==> src/logic/pwm_stage_pkg.sv <==
package pwm_stage_pkg;
   // Clock rate of clk_i
   localparam int unsigned CLK_HZ = 40000000;
   // Over-current back-off time
   localparam int unsigned BACKOFF_MS = 85;
   localparam int unsigned BACKOFF_CYCLES = (CLK_HZ / 1000) * BACKOFF_MS;
   // Retry attempts before latching shutdown
   localparam int unsigned RETRY_MAX = 5;
   // Master clock selection codes
   localparam logic [1:0] CLKSEL_18M432 = 2'h0;
   localparam logic [1:0] CLKSEL_24M576 = 2'h1;
   localparam logic [1:0] CLKSEL_27M000 = 2'h2;
   // Master clock cycles per PWM frame
   localparam logic [7:0] FRAME_18M432 = 8'h30;
   localparam logic [7:0] FRAME_24M576 = 8'h40;
   localparam logic [7:0] FRAME_27M000 = 8'h40;
   // Quantization levels per frame
   localparam logic [7:0] LEVELS_48 = 8'h30;
   localparam logic [7:0] LEVELS_64 = 8'h40;
   // Number of modulator pairs
   localparam int unsigned NUM_PAIRS = 3;
   localparam int unsigned HW_PAIRS = 2;
   typedef enum logic [1:0] {ST_RUN, ST_BACKOFF, ST_PROBE, ST_SHUTDOWN} prot_state_e;
endpackage : pwm_stage_pkg

==> src/logic/pwm_modulator.sv <==
`timescale 1ns/1ps
`default_nettype none
// One modulator: frame counter from the local clock, duty compare
module pwm_modulator
   import pwm_stage_pkg::*;
(
   input wire logic clk_i,
   input wire logic rst_i,
   input wire logic active_i,
   input wire logic [7:0] frame_len_i,
   input wire logic [7:0] level_i,
   output logic pwm_o,
   output logic frame_start_o
);
   logic [7:0] cnt_q, cnt_d;
   logic pwm_q, pwm_d;
   logic start_q, start_d;

   // Frame count and compare, all timing from clk_i only
   always_comb begin
      cnt_d = (cnt_q >= frame_len_i - 8'h01) ? 8'h00 : cnt_q + 8'h01;
      start_d = (cnt_d == 8'h00);
      pwm_d = active_i && (cnt_d < level_i);
      if (!active_i) begin
         cnt_d = 8'h00;
         start_d = 1'b0;
      end
   end

   always_ff @(posedge clk_i or posedge rst_i) begin
      if (rst_i) begin
         cnt_q <= 8'h00;
         pwm_q <= 1'b0;
         start_q <= 1'b0;
      end else begin
         cnt_q <= cnt_d;
         pwm_q <= pwm_d;
         start_q <= start_d;
      end
   end

   assign pwm_o = pwm_q;
   assign frame_start_o = start_q;
endmodule : pwm_modulator
`default_nettype wire

==> src/logic/pwm_stage_fault_shutdown.sv <==
`timescale 1ns/1ps
`default_nettype none
module pwm_stage_fault_shutdown
   import pwm_stage_pkg::*;
#(
   parameter int unsigned BACKOFF_LEN = BACKOFF_CYCLES,
   parameter int unsigned PAIRS = NUM_PAIRS
) (
   input wire logic clk_i,
   input wire logic rst_i,
   input wire logic sw_mode_i,
   input wire logic [1:0] clk_sel_i,
   input wire logic [8*PAIRS-1:0] sample_i,
   input wire logic [PAIRS-1:0] sample_valid_i,
   input wire logic [1:0] overcurrent_i,
   input wire logic thermal_error_i,
   input wire logic thermal_warning_i,
   input wire logic undervoltage_i,
   output logic [PAIRS-1:0] pwm_out_o,
   output logic [PAIRS-1:0] pwm_oe_o,
   output logic [7:0] levels_o,
   output logic shutdown_o,
   output logic overcurrent_flag_n_o,
   output logic overcurrent_flag_n_oe_o,
   output logic thermal_warning_n_o,
   output logic thermal_warning_n_oe_o,
   output logic undervoltage_flag_n_o,
   output logic undervoltage_flag_n_oe_o
);
   // Cycles-per-frame for a clock selection
   function automatic logic [7:0] frame_of(input logic [1:0] sel);
      unique case (sel)
         CLKSEL_24M576: frame_of = FRAME_24M576;
         CLKSEL_27M000: frame_of = FRAME_27M000;
         default: frame_of = FRAME_18M432;
      endcase
   endfunction : frame_of

   // Quantization levels for a clock selection
   function automatic logic [7:0] levels_of(input logic [1:0] sel);
      levels_of = (sel == CLKSEL_18M432 || sel == 2'h3) ? LEVELS_48 : LEVELS_64;
   endfunction : levels_of

   // Protection sequencer state
   prot_state_e state_q, state_d;
   logic [31:0] timer_q, timer_d;
   logic [2:0] tries_q, tries_d;
   // Clock selection, held duties, drive enables and flags
   logic [1:0] sel_q, sel_d;
   logic sel_init_q, sel_init_d;
   logic [8*PAIRS-1:0] held_q, held_d;
   logic [PAIRS-1:0] oe_q, oe_d;
   logic shut_q, shut_d;
   logic oc_flag_q, oc_flag_d;
   logic tw_flag_q, tw_flag_d;
   logic uv_flag_q, uv_flag_d;
   logic [7:0] lev_q, lev_d;
   // Pair activity and modulator taps
   logic [PAIRS-1:0] pair_act;
   logic [PAIRS-1:0] pwm_raw;
   logic [PAIRS-1:0] frame_start;
   // Fault summaries
   logic oc_any;
   logic hard_fault;
   logic stage_on;

   assign oc_any = |overcurrent_i;
   assign hard_fault = thermal_error_i || undervoltage_i;

   // Protection sequencer
   always_comb begin
      state_d = state_q;
      timer_d = timer_q;
      tries_d = tries_q;
      unique case (state_q)
         ST_RUN: begin
            if (hard_fault) begin
               state_d = ST_SHUTDOWN;
            end else if (oc_any) begin
               state_d = ST_BACKOFF;
               timer_d = 32'h0;
               tries_d = 3'h0;
            end
         end
         ST_BACKOFF: begin
            if (hard_fault) begin
               state_d = ST_SHUTDOWN;
            end else if (timer_q >= BACKOFF_LEN - 1) begin
               state_d = ST_PROBE;
               tries_d = tries_q + 3'h1;
            end else begin
               timer_d = timer_q + 32'h1;
            end
         end
         ST_PROBE: begin
            timer_d = 32'h0;
            if (hard_fault) begin
               state_d = ST_SHUTDOWN;
            end else if (oc_any) begin
               // Failed attempt: back off again or give up
               state_d = (tries_q >= 3'(RETRY_MAX)) ? ST_SHUTDOWN : ST_BACKOFF;
            end else begin
               state_d = ST_RUN;
            end
         end
         // Latched until a reset pulse
         ST_SHUTDOWN: begin
            state_d = ST_SHUTDOWN;
         end
      endcase
   end

   // Stages drive only in normal run and during a retry probe
   assign stage_on = (state_d == ST_RUN) || (state_d == ST_PROBE);

   // Clock selection latched once after reset release; pair enables; flags
   always_comb begin
      sel_init_d = 1'b1;
      sel_d = sel_init_q ? sel_q : clk_sel_i;
      lev_d = levels_of(sel_d);
      shut_d = !stage_on;
      oc_flag_d = oc_any;
      tw_flag_d = thermal_warning_i || thermal_error_i;
      uv_flag_d = undervoltage_i || thermal_error_i;
      for (int i = 0; i < PAIRS; i++) begin
         oe_d[i] = stage_on && pair_act[i];
      end
      held_d = held_q;
      for (int i = 0; i < PAIRS; i++) begin
         // New sample taken only at frame start (or any cycle while the pair is inactive), so switch rate is fixed
         if (sample_valid_i[i] && (frame_start[i] || !pair_act[i])) begin
            held_d[8*i +: 8] = sample_i[8*i +: 8];
         end
      end
   end

   // Sequencer registers; reset restores a full set of retries
   always_ff @(posedge clk_i or posedge rst_i) begin
      if (rst_i) begin
         state_q <= ST_RUN;
         timer_q <= 32'h0;
         tries_q <= 3'h0;
      end else begin
         state_q <= state_d;
         timer_q <= timer_d;
         tries_q <= tries_d;
      end
   end

   // Selection, enable and flag registers
   always_ff @(posedge clk_i or posedge rst_i) begin
      if (rst_i) begin
         sel_q <= CLKSEL_18M432;
         sel_init_q <= 1'b0;
         lev_q <= LEVELS_48;
         held_q <= '0;
         oe_q <= '0;
         shut_q <= 1'b0;
         oc_flag_q <= 1'b0;
         tw_flag_q <= 1'b0;
         uv_flag_q <= 1'b0;
      end else begin
         sel_q <= sel_d;
         sel_init_q <= sel_init_d;
         lev_q <= lev_d;
         held_q <= held_d;
         oe_q <= oe_d;
         shut_q <= shut_d;
         oc_flag_q <= oc_flag_d;
         tw_flag_q <= tw_flag_d;
         uv_flag_q <= uv_flag_d;
      end
   end

   // Modulator pairs; third pair only in software mode
   for (genvar g = 0; g < PAIRS; g++) begin : g_pair
      assign pair_act[g] = sw_mode_i || (g < HW_PAIRS);
      pwm_modulator u_mod (
         .clk_i(clk_i),
         .rst_i(rst_i),
         .active_i(pair_act[g]),
         .frame_len_i(frame_of(sel_q)),
         .level_i(held_q[8*g +: 8]),
         .pwm_o(pwm_raw[g]),
         .frame_start_o(frame_start[g])
      );
   end

   // Outputs; modulators keep running while stages float
   assign pwm_out_o = pwm_raw;
   // Drive enables, levels and status straight from registers
   assign pwm_oe_o = oe_q;
   assign levels_o = lev_q;
   assign shutdown_o = shut_q;

   // Open-drain flags: pin driven low when the condition holds
   assign overcurrent_flag_n_o = 1'b0;
   assign overcurrent_flag_n_oe_o = oc_flag_q;
   assign thermal_warning_n_o = 1'b0;
   assign thermal_warning_n_oe_o = tw_flag_q;
   assign undervoltage_flag_n_o = 1'b0;
   assign undervoltage_flag_n_oe_o = uv_flag_q;
endmodule : pwm_stage_fault_shutdown
`default_nettype wire

==> config.mk <==
export PLATFORM = sky130hd
export DESIGN_NAME = pwm_stage_fault_shutdown
export DESIGN_NICKNAME = d
export VERILOG_FILES = /design/src/logic/pwm_stage_pkg.sv /design/src/logic/pwm_modulator.sv /design/src/logic/pwm_stage_fault_shutdown.sv
export SDC_FILE = /design/constraint.sdc
export NUM_CORES = 1
export LEC_CHECK = 0
export ABC_AREA = 1
export BUFFER_PORTS_ARGS = -buffer_cell sky130_fd_sc_hd__buf_4
export CORE_MARGIN = 2
export CORE_UTILIZATION = 45
export CTS_BUF_LIST = sky130_fd_sc_hd__clkbuf_16
export CTS_CLUSTER_SIZE = 30
export DETAILED_ROUTE_END_ITERATION = 16
export PLACE_DENSITY = 0.61
export SETUP_SLACK_MARGIN = 0.3
export SKIP_CTS_REPAIR_TIMING = 1
export SLEW_MARGIN = 20
export SYNTH_ARGS = -nofsm -noshare
export SYNTH_HDL_FRONTEND = slang
export SYNTH_SLANG_ARGS = --single-unit
export TNS_END_PERCENT = 5
==> constraint.sdc <==
create_clock -name clk_i -period 4.1 [get_ports clk_i]
set_input_delay 0 -clock clk_i [delete_from_list [all_inputs] [get_ports clk_i]]
set_output_delay 0 -clock clk_i [all_outputs]
set_load 0.03 [all_outputs]
After elaboration in Yosys (flattened, before gate mapping)
Cells that the tools add are included.
{"block": "totals", "latch_bits": 0, "mem_bits_ro": 0, "memories": 0, "ramBits": 0, "ff_bits": 108, "output_inout_bits": 21, "in_bits": 37, "elab_cells": 99}
{"block": "classes", "add_sub_neg": 6, "muxes": 26, "shifts": 0, "n_lt_le_gt_ge": 8, "reduce_logical": 24, "div_mod_pow": 0, "n_mul": 0, "n_eq_ne": 12, "bitwise": 0}
{"cell": "32-bit two-way mux", "n": 4}
{"cell": "32-bit case mux with 3 select lines", "n": 1}
{"cell": "32-bit by 1-bit adder with 32-bit output (second input constant)", "n": 1}
{"cell": "32-bit by 22-bit greater-or-equal comparator with 1-bit output (second input constant)", "n": 1}
{"cell": "8-bit two-way mux", "n": 4}
{"cell": "8-bit by 1-bit adder with 8-bit output (second input constant)", "n": 3}
{"cell": "8-bit greater-or-equal comparator", "n": 3}
{"cell": "8-bit zero test", "n": 3}
{"cell": "8-bit < comparator", "n": 3}
{"cell": "2-bit two-way mux", "n": 8}
{"cell": "7-bit two-way mux", "n": 2}
{"cell": "3-bit two-way mux", "n": 4}
{"cell": "2-bit equality test (second input constant)", "n": 5}
{"cell": "2-bit != test (second input constant)", "n": 5}
{"cell": "5-bit AND reduction", "n": 2}
{"cell": "2-bit case mux with 4 select lines", "n": 1}
{"cell": "7-bit by 1-bit subtractor with 8-bit output (second input constant)", "n": 1}
{"cell": "2-bit zero test", "n": 3}
{"cell": "3-bit case mux with 2 select lines", "n": 1}
{"cell": "1-bit logical AND", "n": 5}
{"cell": "1-bit logical OR", "n": 5}
{"cell": "2-bit by 1-bit equality test with 1-bit output (second input constant)", "n": 2}
{"cell": "2-bit OR reduction", "n": 2}
{"cell": "3-bit by 1-bit adder with 3-bit output (second input constant)", "n": 1}
{"cell": "5 further kinds", "n": 6}

Longest topological paths before layout
Gate-level depths: netlist of run 1.
{"block": "depth", "word_depth": 8, "mapped_depth": 15, "mapped_depth_nobuf": 15}

Cells and area by module
From an unflattened synthesis of run 1, not the netlist that was laid out.
{"block": "unflattened", "cells_unflattened": 865, "hier_area_um2": 6637.6}
{"mod": "pwm_stage_fault_shutdown", "n_inst": 1, "area_per_inst_um2": 3578.4, "seq_area_each_um2": 1778.0, "cells_per_inst": 427}
{"mod": "pwm_modulator", "n_inst": 3, "area_per_inst_um2": 1019.7, "seq_area_each_um2": 250.2, "cells_per_inst": 146}

Worst setup path after synthesis of run 1
OpenSTA, ideal clock, no wires.
{"block": "synth_path", "path_type": "reg-to-reg", "start": "register sel_q[0]", "end": "register g_pair[1].u_mod.pwm_q", "stages_incl_launch_ff": 14, "t_arrival_ps": 1970, "setup_time_ps": 77, "n_path_buf": 0, "setup_slack_ps": 2053, "synth_period_minus_slack_ps": 2047, "t_required_ps": 4023, "cell_sequence": "dfrtp_1 -> xnor2_1 -> ha_1 -> nand2_1 -> nor2_1 -> nand2_1 -> nand2_1 -> inv_1 -> nand2_1 -> a21oi_1 -> ha_1 -> a21oi_1 -> nand2_1 -> a21oi_1"}
{"block": "synth_between", "elab_chain_len": 7, "elab_cells_between_ends": 8, "classes_between": "add/sub (1); order compare (2); eq/ne (2); mux (2); reduce/logical (1)"}
{"item": "start, declared", "line_no": "pwm_stage_fault_shutdown.sv:49", "source": "logic [1:0] sel_q, sel_d;"}
{"item": "start signal, assigned", "line_no": "pwm_stage_fault_shutdown.sv:163", "source": "sel_q <= sel_d;"}
{"item": "2-bit equality test or 2-bit by 1-bit equality test with 1-bit output (tied branches)", "line_no": "pwm_stage_fault_shutdown.sv:32", "source": "unique case (sel)"}
{"item": "2-bit OR reduction (no line) *"}
{"item": "7-bit two-way mux *", "line_no": "pwm_stage_fault_shutdown.sv:32"}
{"item": "7-bit by 1-bit subtractor with 8-bit output *", "line_no": "pwm_modulator.sv:21", "source": "cnt_d = (cnt_q >= frame_len_i - 8'h01) ? 8'h00 : cnt_q + 8'h01;"}
{"item": "8-bit greater-or-equal comparator *", "line_no": "pwm_modulator.sv:21"}
{"item": "8-bit two-way mux *", "line_no": "pwm_modulator.sv:21"}
{"item": "net g_pair[1].u_mod.cnt_d[3]", "line_no": "pwm_modulator.sv:15", "source": "logic [7:0] cnt_q, cnt_d;"}
{"item": "8-bit < comparator *", "line_no": "pwm_modulator.sv:23", "source": "pwm_d = active_i && (cnt_d < level_i);"}
{"item": "net g_pair[1].u_mod.pwm_d", "line_no": "pwm_modulator.sv:16", "source": "logic pwm_q, pwm_d;"}
{"item": "end signal, assigned", "line_no": "pwm_modulator.sv:37", "source": "pwm_q <= pwm_d;"}
{"item": "end, declared", "line_no": "pwm_modulator.sv:16"}
Mark *: on every way through the listed nets, which the timed path passes. The rest lies on a longest branch.
A chain may end at the register's enable or synchronous reset.

Worst setup path in the final report of run 1
Same ends and word-level chain as after synthesis.

==> flow_summary.json, run 1 <==
{
  "die_h_um": 115,
  "async_flop_share_pct": 100,
  "min_path_type": "input port to register",
  "yosys_most_used_dff": "dfrtp_1",
  "p_per_area_nw_per_um2": 333,
  "htreeDepth": 3,
  "finalCritPeriodShare_pct": 58.7,
  "cpMostUsedCell": "nand2_1",
  "drtPass1Iterations": 6,
  "syn_area_sq_um": 5570,
  "max_slew_margin_pct": 39.9,
  "clk_pin_slew_worst_paths_ns": 0.07,
  "synth_area_leaders": "dfrtp_1 (45%), nand2_1 (11%), nor2_1 (7.6%)",
  "cts-root-buf": "clkbuf_16",
  "n_fill_cell": 1152,
  "synth.avg_cell_area_sq_um": 7.84,
  "clkPwrFrac_pct": 36.6,
  "multi_input_area_sq_um": 2490,
  "numCtsBuffers": 9,
  "min_period_ns": 2.40,
  "synth.top_cells.by_count": "nand2_1 (170), nor2_1 (113), dfrtp_1 (101), inv_1 (101), nand3_1 (56)",
  "grt_overflow": 0,
  "vias": 4513,
  "grt_pass1_wl_mm": 18.7,
  "regArea_sq_um": 2550,
  "route.detailed.wl_per_inst_um": 11.5,
  "grtUsageTotal_pct": 17.8,
  "p_sw_share_pct": 27.0,
  "antenna_found_initial": 0,
  "cp_cell_sequence": "xnor2_1 > ha_1 > nand2_1 > nor2_1 > nand2_1 > nand2_1 > inv_1 > nand2_1 > a21oi_1 > ha_1 > a21oi_1 > nand2_1 > a21oi_1",
  "clockBufferDepth": 2,
  "drtAntennaViolNets": 0,
  "path_class": "register to register",
  "grt_pass1_vias": 4216,
  "seqPwrFrac_pct": 49.5,
  "grt_max_degree": 71,
  "yosysMostFrequentCell": "nand2_1",
  "slew_viol_final": 0,
  "clk_latency_ns": 0.36,
  "portBuffers": 49,
  "antenna_cells": 0,
  "vias_per_cell": 4.66,
  "initial_core_util_pct": 46.2,
  "critPathCaptureType": "register",
  "cp_slowest_cell": "dfrtp_1",
  "cp.arrival_ns": 2.68,
  "ir_drop_uv": 188,
  "rsz0062_at_grt": "no",
  "status": "finished, final reports clean",
  "setup_violations": 0,
  "maxCapViolations": 0,
  "totalWireLength_mm": 11.1,
  "drt_iter0_markers": 210,
  "place.gp.congestion": 0.932,
  "p_switching_uw": 599,
  "drive_gt1_share_pct": 12.0,
  "dp_worst_setup_slack_ns": 1.66,
  "critPathLaunchType": "register",
  "p_comb_share_pct": 13.8,
  "slowest_delay_ns": 0.39,
  "nets": 862,
  "ys_types": 37,
  "timing.hold.ws_ns": 0.0865,
  "cp_num_buf_inv": 1,
  "cp_top_family": "adder cells",
  "dieArea_sq_um": 13300,
  "place.detailed.hpwl_mm": 7.83,
  "p_int_mw": 1.62,
  "required_ns": 4.38,
  "synth_edf_count": 0,
  "area_growth_pct": 19.6,
  "hold_violations": 0,
  "yosysTopAreaCell": "dfrtp_1",
  "synthCells": 711,
  "crit_fanout": 5,
  "drc": 0,
  "cts_tree": "done",
  "synth.top_cell.area_share_pct": 45.4,
  "tns_ns": 0,
  "die_w_um": 115,
  "boundaryPins": 58,
  "worstMarginPinSlew_ns": 0.896,
  "yosysWarnings": 0,
  "yosysSeqAreaShare_pct": 45.8,
  "synth.ff_latch_count": 102,
  "skew_ns": 0.00849,
  "core_sq_um": 12100,
  "fmax_mhz": 416,
  "clock_sinks": 102,
  "fin_ws_ns": 1.70,
  "std_cell_rows": 40,
  "leakage_nw": 3.42
}
-- state kept, by name (all words and copies together), names as in the netlist, 2 cells and up --
signal,count
g_pair.u_mod.cnt_q,24
g_pair.u_mod.frame_start_o,3
g_pair.u_mod.pwm_o,3
held_q,24
levels_o,2
pwm_oe_o,2
sel_q,2
state_q,2
timer_q,32
tries_q,3
-- per-stage QoR --
stage | instance area, sq um | std cells | total power, mW | utilization [%]
floorplan | 5620 | 724 | 1.33 | -
global placement | 6040 | 918 | 1.39 | 50.1
detailed placement | 6040 | 918 | 1.40 | 50.1
CTS | 6320 | 934 | 2.24 | 52.4
global route | 6660 | 968 | 2.36 | 55.2
finish | 6660 | 968 | 2.22 | 55.2
-- path summary, 6_finish.rpt --
check | startpoint | to | slack, ns | cells after the start
min in group asynchronous | rst_i | held_q[13]$_DFFE_PP0P_ | 0.40 | 3
setup / recovery | sel_q[0]$_DFF_PP0_ | g_pair[1].u_mod.pwm_o$_DFF_PP0_ | 1.70 | 13
max in group asynchronous | rst_i | timer_q[16]$_DFFE_PP0P_ | 2.75 | 4
setup reg to reg | sel_q[0]$_DFF_PP0_ | g_pair[1].u_mod.pwm_o$_DFF_PP0_ | 1.70 | 13
hold reg to reg | timer_q[24]$_DFFE_PP0P_ | timer_q[24]$_DFFE_PP0P_ | 0.48 | 2
hold / removal | overcurrent_i[1] | shutdown_o$_DFF_PP0_ | 0.09 | 5
-- cells in the final DEF, fill, tap and decap left out, types with 3 or more instances in the layout --
cell / n
mux2_2: 5
nand2_1: 170
nor2_1: 113
o21ai_0: 6
nor3_1: 8
dlygate4sd3_1: 34
conb_1: 15
clkbuf_16: 9
inv_2: 3
nand4_1: 6
xor2_1: 11
a21oi_1: 33
dfrtp_1: 101
xnor2_1: 7
clkinvlp_4: 3
clkinv_1: 3
nand3_1: 56
nor2_2: 10
ha_1: 30
inv_1: 100
buf_4: 51
-- worst min-delay path, stage by stage --
cell and delay [ns]:
buf_4 0.08, nor2_1 0.05, nand2_1 0.08, a21oi_1 0.08, o21ai_0 0.10
-- final cells by class --
type | instances | area share [%]
flip-flops and latches | 102 | 38.3
clock inverters | 7 | 0.826
multi-input cells | 491 | 37.4
well taps | 168 | 3.15
repair buffers | 85 | 10.9
clock buffers | 9 | 3.38
inverters | 106 | 6.01
-- routing by layer --
layer	share of wire, %	track usage, %
met1	47	22.2
met2	48	29.6
met3	3.2	4.64
met4	1.7	6.83
met5	0	0
-- cell families (layout without fill, tap and decap cells) --
| kind of cell | Yosys count | in the layout | synth area share (%) |
|---|---|---|---|
| other | 2 | 15 | 0.135 |
| muxes | 5 | 5 | 1.01 |
| adders and majority gates | 30 | 30 | 6.74 |
| buffers and inverters | 131 | 207 | 10.3 |
| and+or+nand+nor | 376 | 376 | 28.6 |
| xor gates and xnor gates | 18 | 18 | 2.83 |
| DFF | 102 | 102 | 45.8 |
| AOI/OAI and AO/OA | 47 | 47 | 4.60 |
-- power by group through the flow --
stage          combinational, mW  clock [mW]  sequential (mW)
2_1_floorplan              0.201           0             1.12
3_3_place_gp               0.278           0             1.12
3_5_place_dp               0.285           0             1.12
4_1_cts                    0.286       0.853             1.10
5_1_grt                    0.357       0.894             1.11
6_report                   0.307       0.813             1.10
Note: power is estimated with default switching activity, not from simulation.
==> inputs of run 2 (changes only) <==
==> constraint.sdc (replaced) <==
create_clock -name clk_i -period 2.43 [get_ports clk_i]
set_input_delay 0 -clock clk_i [delete_from_list [all_inputs] [get_ports clk_i]]
set_output_delay 0 -clock clk_i [all_outputs]
set_load 0.03 [all_outputs]
==> flow_summary.json, run 2 (synthesized netlist as in run 1, its figures left out) <==
{
  "min_path_type": "input port to register",
  "worstHoldStart": "overcurrent_i[1]",
  "max_flop_register": "timer_q",
  "leakage_nw": 3.47,
  "min_period_ns": 2.19,
  "status": "finished, final reports clean",
  "largest_reg_flops": 32,
  "startpoint": "sel_q[0]$_DFF_PP0_",
  "grt_max_degree": 63,
  "skew_ns": 0.00618,
  "antenna_cells": 0,
  "boundaryPins": 58,
  "cp.arrival_ns": 2.47,
  "worstHoldEndpoint": "shutdown_o$_DFF_PP0_",
  "max_slew_margin_pct": 46.7,
  "final_core_util_pct": 56.3,
  "antenna_found_initial": 0,
  "worstMarginPinSlew_ns": 0.799,
  "clock_sinks": 102,
  "die_h_um": 115,
  "stdcell_area_sq_um": 6790,
  "die_w_um": 115,
  "std_cell_rows": 40,
  "totalWireLength_mm": 11.4,
  "final_cell_mix": "nand2_1 (164), nor2_1 (112), dfrtp_1 (101), inv_1 (98), buf_4 (59)",
  "core_sq_um": 12100,
  "biggestRegsByFlops": "timer_q x32, g_pair.u_mod.cnt_q x24, held_q x24",
  "multi_input_area_sq_um": 2540,
  "timing.hold.ws_ns": 0.0738,
  "portBuffers": 49,
  "clk_pin_slew_worst_paths_ns": 0.07,
  "clk_latency_ns": 0.35,
  "dp_worst_setup_slack_ns": 0.0596,
  "htreeDepth": 3,
  "drc": 0,
  "fmax_mhz": 456,
  "rsz0062_at_grt": "yes",
  "r2r_cells": 15,
  "rrSetupSlack_ns": 0.24,
  "ir_drop_uv": 395,
  "critPathLaunchType": "register",
  "placed_area_sq_um": 6090,
  "maxCapViolations": 0,
  "initial_core_util_pct": 46.2,
  "final_common_cell": "nand2_1",
  "crit_fanout": 5,
  "setup_violations": 0,
  "drtAntennaViolNets": 0,
  "finalCritPeriodShare_pct": 90.2,
  "path_class": "register to register",
  "clockBufferDepth": 2,
  "r2r_start": "sel_q[0]$_DFF_PP0_",
  "p_per_area_nw_per_um2": 566,
  "fin_ws_ns": 0.238,
  "cts-root-buf": "clkbuf_16",
  "regArea_sq_um": 2550,
  "place.detailed.hpwl_mm": 7.90,
  "drtPass1Iterations": 6,
  "grt_overflow": 0,
  "place.gp.congestion": 0.855,
  "area_growth_pct": 21.9,
  "critPathCaptureType": "register",
  "hold_violations": 0,
  "grtUsageTotal_pct": 18.1,
  "n_fill_cell": 1148,
  "required_ns": 2.71,
  "grt_pass1_vias": 4394,
  "vias": 4578,
  "vias_per_cell": 4.69,
  "drive_gt1_share_pct": 14.9,
  "drt_iter0_markers": 183,
  "nets": 870,
  "dieArea_sq_um": 13300,
  "numCtsBuffers": 9,
  "tns_ns": 0,
  "holdPathStages": 5,
  "route.detailed.wl_per_inst_um": 11.7,
  "grt_pass1_wl_mm": 19.2,
  "slew_viol_final": 0,
  "rr_endpoint": "g_pair[2].u_mod.pwm_o$_DFF_PP0_",
  "cts_tree": "done"
}
## run 2: cell types whose count changed in the layout (fill, tap and decap cells not counted), moves of 4 or more
cell | before | now
buf_4 | 51 | 59
a21oi_1 | 33 | 29
a21oi_2 | 0 | 4
nand2_1 | 170 | 164
nand2_2 | 2 | 8
## run 2: routing by layer
metal  wire length [um]  track usage, %
met1               5180            23.0
met2               5660            30.7
met3                444            5.11
met4                112            4.58
met5                  0               0
## run 2: worst max-delay path by stage
stage | end | slack (ns) | cells past startpoint
6_report | g_pair[2].u_mod.pwm_o$_DFF_PP0_ | 0.24 | 15
5_1_grt | g_pair[1].u_mod.pwm_o$_DFF_PP0_ | 0.07 | 15
4_1_cts | g_pair[1].u_mod.pwm_o$_DFF_PP0_ | 0.02 | 13
3_5_place_dp | g_pair[1].u_mod.pwm_o$_DFF_PP0_ | 0.06 | 13
3_3_place_gp | g_pair[1].u_mod.pwm_o$_DFF_PP0_ | 0.18 | 13
2_1_floorplan | g_pair[1].u_mod.pwm_o$_DFF_PP0_ | 0.38 | 13
## run 2: where the power goes
part / switching [mW] / internal [mW]
clock: 0.654 / 0.800
combinational: 0.308 / 0.227
sequential: 0.0440 / 1.81
total: 1.01 / 2.84
## run 2: per-stage QoR
stage               cells  total power, mW
global placement      924             2.36
CTS                   940             3.86
global route          976             4.05
floorplan             724             2.24
finish                976             3.85
detailed placement    924             2.38
## run 2: layout make-up
| cell class | count | area share, % |
|---|---|---|
| multi-input cells | 491 | 37.4 |
| repair buffers | 93 | 11.5 |
| inverters | 106 | 5.95 |
| clock inverters | 7 | 1.07 |
| flip-flops and latches | 102 | 37.6 |
| well taps | 168 | 3.10 |
| clock buffers | 9 | 3.32 |
## run 2: worst max-delay path, stage by stage (launching register included)
cell and delay (ns):
dfrtp_1 0.41, xnor2_2 0.17, ha_1 0.28, nand2_1 0.04, nor2_1 0.11, nand2_1 0.09, nand2_2 0.13, inv_1 0.09
nand3_2 0.09, inv_1 0.05, ha_1 0.31, nand2_1 0.08, inv_1 0.03, nand2_1 0.05, nand2_1 0.05, a21oi_1 0.13
==> inputs of run 3 (changes only) <==
--- a/config.mk
+++ b/config.mk
@@ -13,6 +13,7 @@
 export CTS_CLUSTER_SIZE = 30
 export DETAILED_ROUTE_END_ITERATION = 16
 export PLACE_DENSITY = 0.61
+export REMOVE_ABC_BUFFERS = 1
 export SETUP_SLACK_MARGIN = 0.3
 export SKIP_CTS_REPAIR_TIMING = 1
 export SLEW_MARGIN = 20
==> flow_summary.json, run 3 (synthesized netlist as in run 1, its figures left out) <==
{
  "status": "finished, final reports clean",
  "die_w_um": 115,
  "cts_tree": "done",
  "clock_sinks": 102,
  "biggestRegsByFlops": "timer_q x32, g_pair.u_mod.cnt_q x24, held_q x24",
  "n_fill_cell": 1101,
  "core_sq_um": 12100,
  "stdcell_count": 975,
  "drive_gt1_share_pct": 16.2,
  "fin_ws_ns": 0.241,
  "p_per_area_nw_per_um2": 567,
  "antenna_found_initial": 0,
  "die_h_um": 115,
  "cp.arrival_ns": 2.46,
  "critPathLaunchType": "register",
  "grtUsageTotal_pct": 17.7,
  "critPathCaptureType": "register",
  "htreeDepth": 3,
  "stdcell_area_sq_um": 6880,
  "largest_reg_flops": 32,
  "fmax_mhz": 457,
  "grt_max_degree": 84,
  "clockBufferDepth": 2,
  "antenna_cells": 0,
  "grt_overflow": 0,
  "drt_iter0_markers": 218,
  "dieArea_sq_um": 13300,
  "cts-root-buf": "clkbuf_16",
  "vias": 4630,
  "rsz0062_at_grt": "yes",
  "skew_ns": 0.00929,
  "placed_area_sq_um": 6090,
  "nets": 869,
  "place.gp.congestion": 0.885,
  "maxCapViolations": 0,
  "min_path_type": "input port to register",
  "slew_viol_final": 0,
  "required_ns": 2.70,
  "drtPass1Iterations": 5,
  "final_common_cell": "nand2_1",
  "boundaryPins": 58,
  "crit_fanout": 5,
  "finalCritPeriodShare_pct": 90.1,
  "grt_pass1_wl_mm": 18.8,
  "setup_violations": 0,
  "dp.cells": 923,
  "path_class": "register to register",
  "leakage_nw": 3.47,
  "drtAntennaViolNets": 0,
  "dp_worst_setup_slack_ns": 0.0661,
  "vias_per_cell": 4.75,
  "drc": 0,
  "slowest_delay_ns": 0.41,
  "grt_pass1_vias": 4281,
  "final_cell_mix": "nand2_1 (164), nor2_1 (110), dfrtp_1 (101), inv_1 (94), buf_4 (57)",
  "cp_slowest_cell": "dfrtp_1",
  "clk_latency_ns": 0.36,
  "place.detailed.hpwl_mm": 7.85,
  "clk_pin_slew_worst_paths_ns": 0.07,
  "totalWireLength_mm": 11.4,
  "min_period_ns": 2.19,
  "initial_core_util_pct": 46.2,
  "std_cell_rows": 40,
  "hold_violations": 0,
  "tns_ns": 0,
  "portBuffers": 49,
  "numCtsBuffers": 9,
  "area_growth_pct": 23.5,
  "power_mw": 3.90,
  "max_flop_register": "timer_q",
  "route.detailed.wl_per_inst_um": 11.6,
  "ir_drop_uv": 329,
  "cp_cell_sequence": "xnor2_2 > ha_1 > nand2_1 > nor2_1 > nand2_1 > nand2_2 > buf_4 > nor2_1 > ha_1 > nand2_1 > nor2_1 > a21oi_1"
}
==> run 3: per-layer routing <==
layer  vias up  routed length (um)  global-route usage, %
met5         -                   0                      0
met4         0                 168                   6.27
met3        18                 342                   4.48
met2        79                5590                   30.1
met1      2163                5250                   22.0
li1       2370                   -                      -
==> run 3: through the flow <==
stage / util (%) / hold WS (ns)
after floorplan: - / 0.109
final: 57.0 / 0.0882
after global placement: 50.5 / -0.0365
after global routing: 57.0 / 0.115
after detailed placement: 50.5 / -0.0302
after CTS: 53.1 / -0.418
==> run 3: worst max-delay path: cells and delay by family (launching register included) <==
kind            cells  cell delay (ns)
buf+inv             1             0.17
simple gates        7             0.58
xor+xnor            1             0.24
compound gates      1             0.15
fa+ha+maj           2             0.55
flops               1             0.41
==> run 3: power by group <==
group          leakage [nW]  internal (mW)  switching, mW
Sequential             1.24           1.81         0.0430
Combinational          2.08          0.236          0.319
Clock                 0.146          0.811          0.680
Total                  3.47           2.86           1.04
==> run 3: layout make-up <==
class,instances,area (sq um),area share [%]
Sequential cell,102,2550,37.1
Timing Repair Buffer,92,788,11.5
Inverter,106,403,5.86
Tap cell,168,210,3.06
Clock inverter,7,83.8,1.22
Clock buffer,9,225,3.27
Multi-Input combinational cell,491,2620,38.0
==> run 3: worst paths after layout <==
path	from	end	slack [ns]	cells after the start
setup / recovery	sel_q[1]$_DFF_PP0_	g_pair[2].u_mod.pwm_o$_DFF_PP0_	0.24	12
hold / removal	overcurrent_i[1]	shutdown_o$_DFF_PP0_	0.09	5
setup reg to reg	sel_q[1]$_DFF_PP0_	g_pair[2].u_mod.pwm_o$_DFF_PP0_	0.24	12
hold reg to reg	timer_q[24]$_DFFE_PP0P_	timer_q[24]$_DFFE_PP0P_	0.49	2
max in group asynchronous	rst_i	timer_q[14]$_DFFE_PP0P_	1.55	4
min in group asynchronous	rst_i	thermal_warning_n_oe_o$_DFF_PP0_	0.16	3
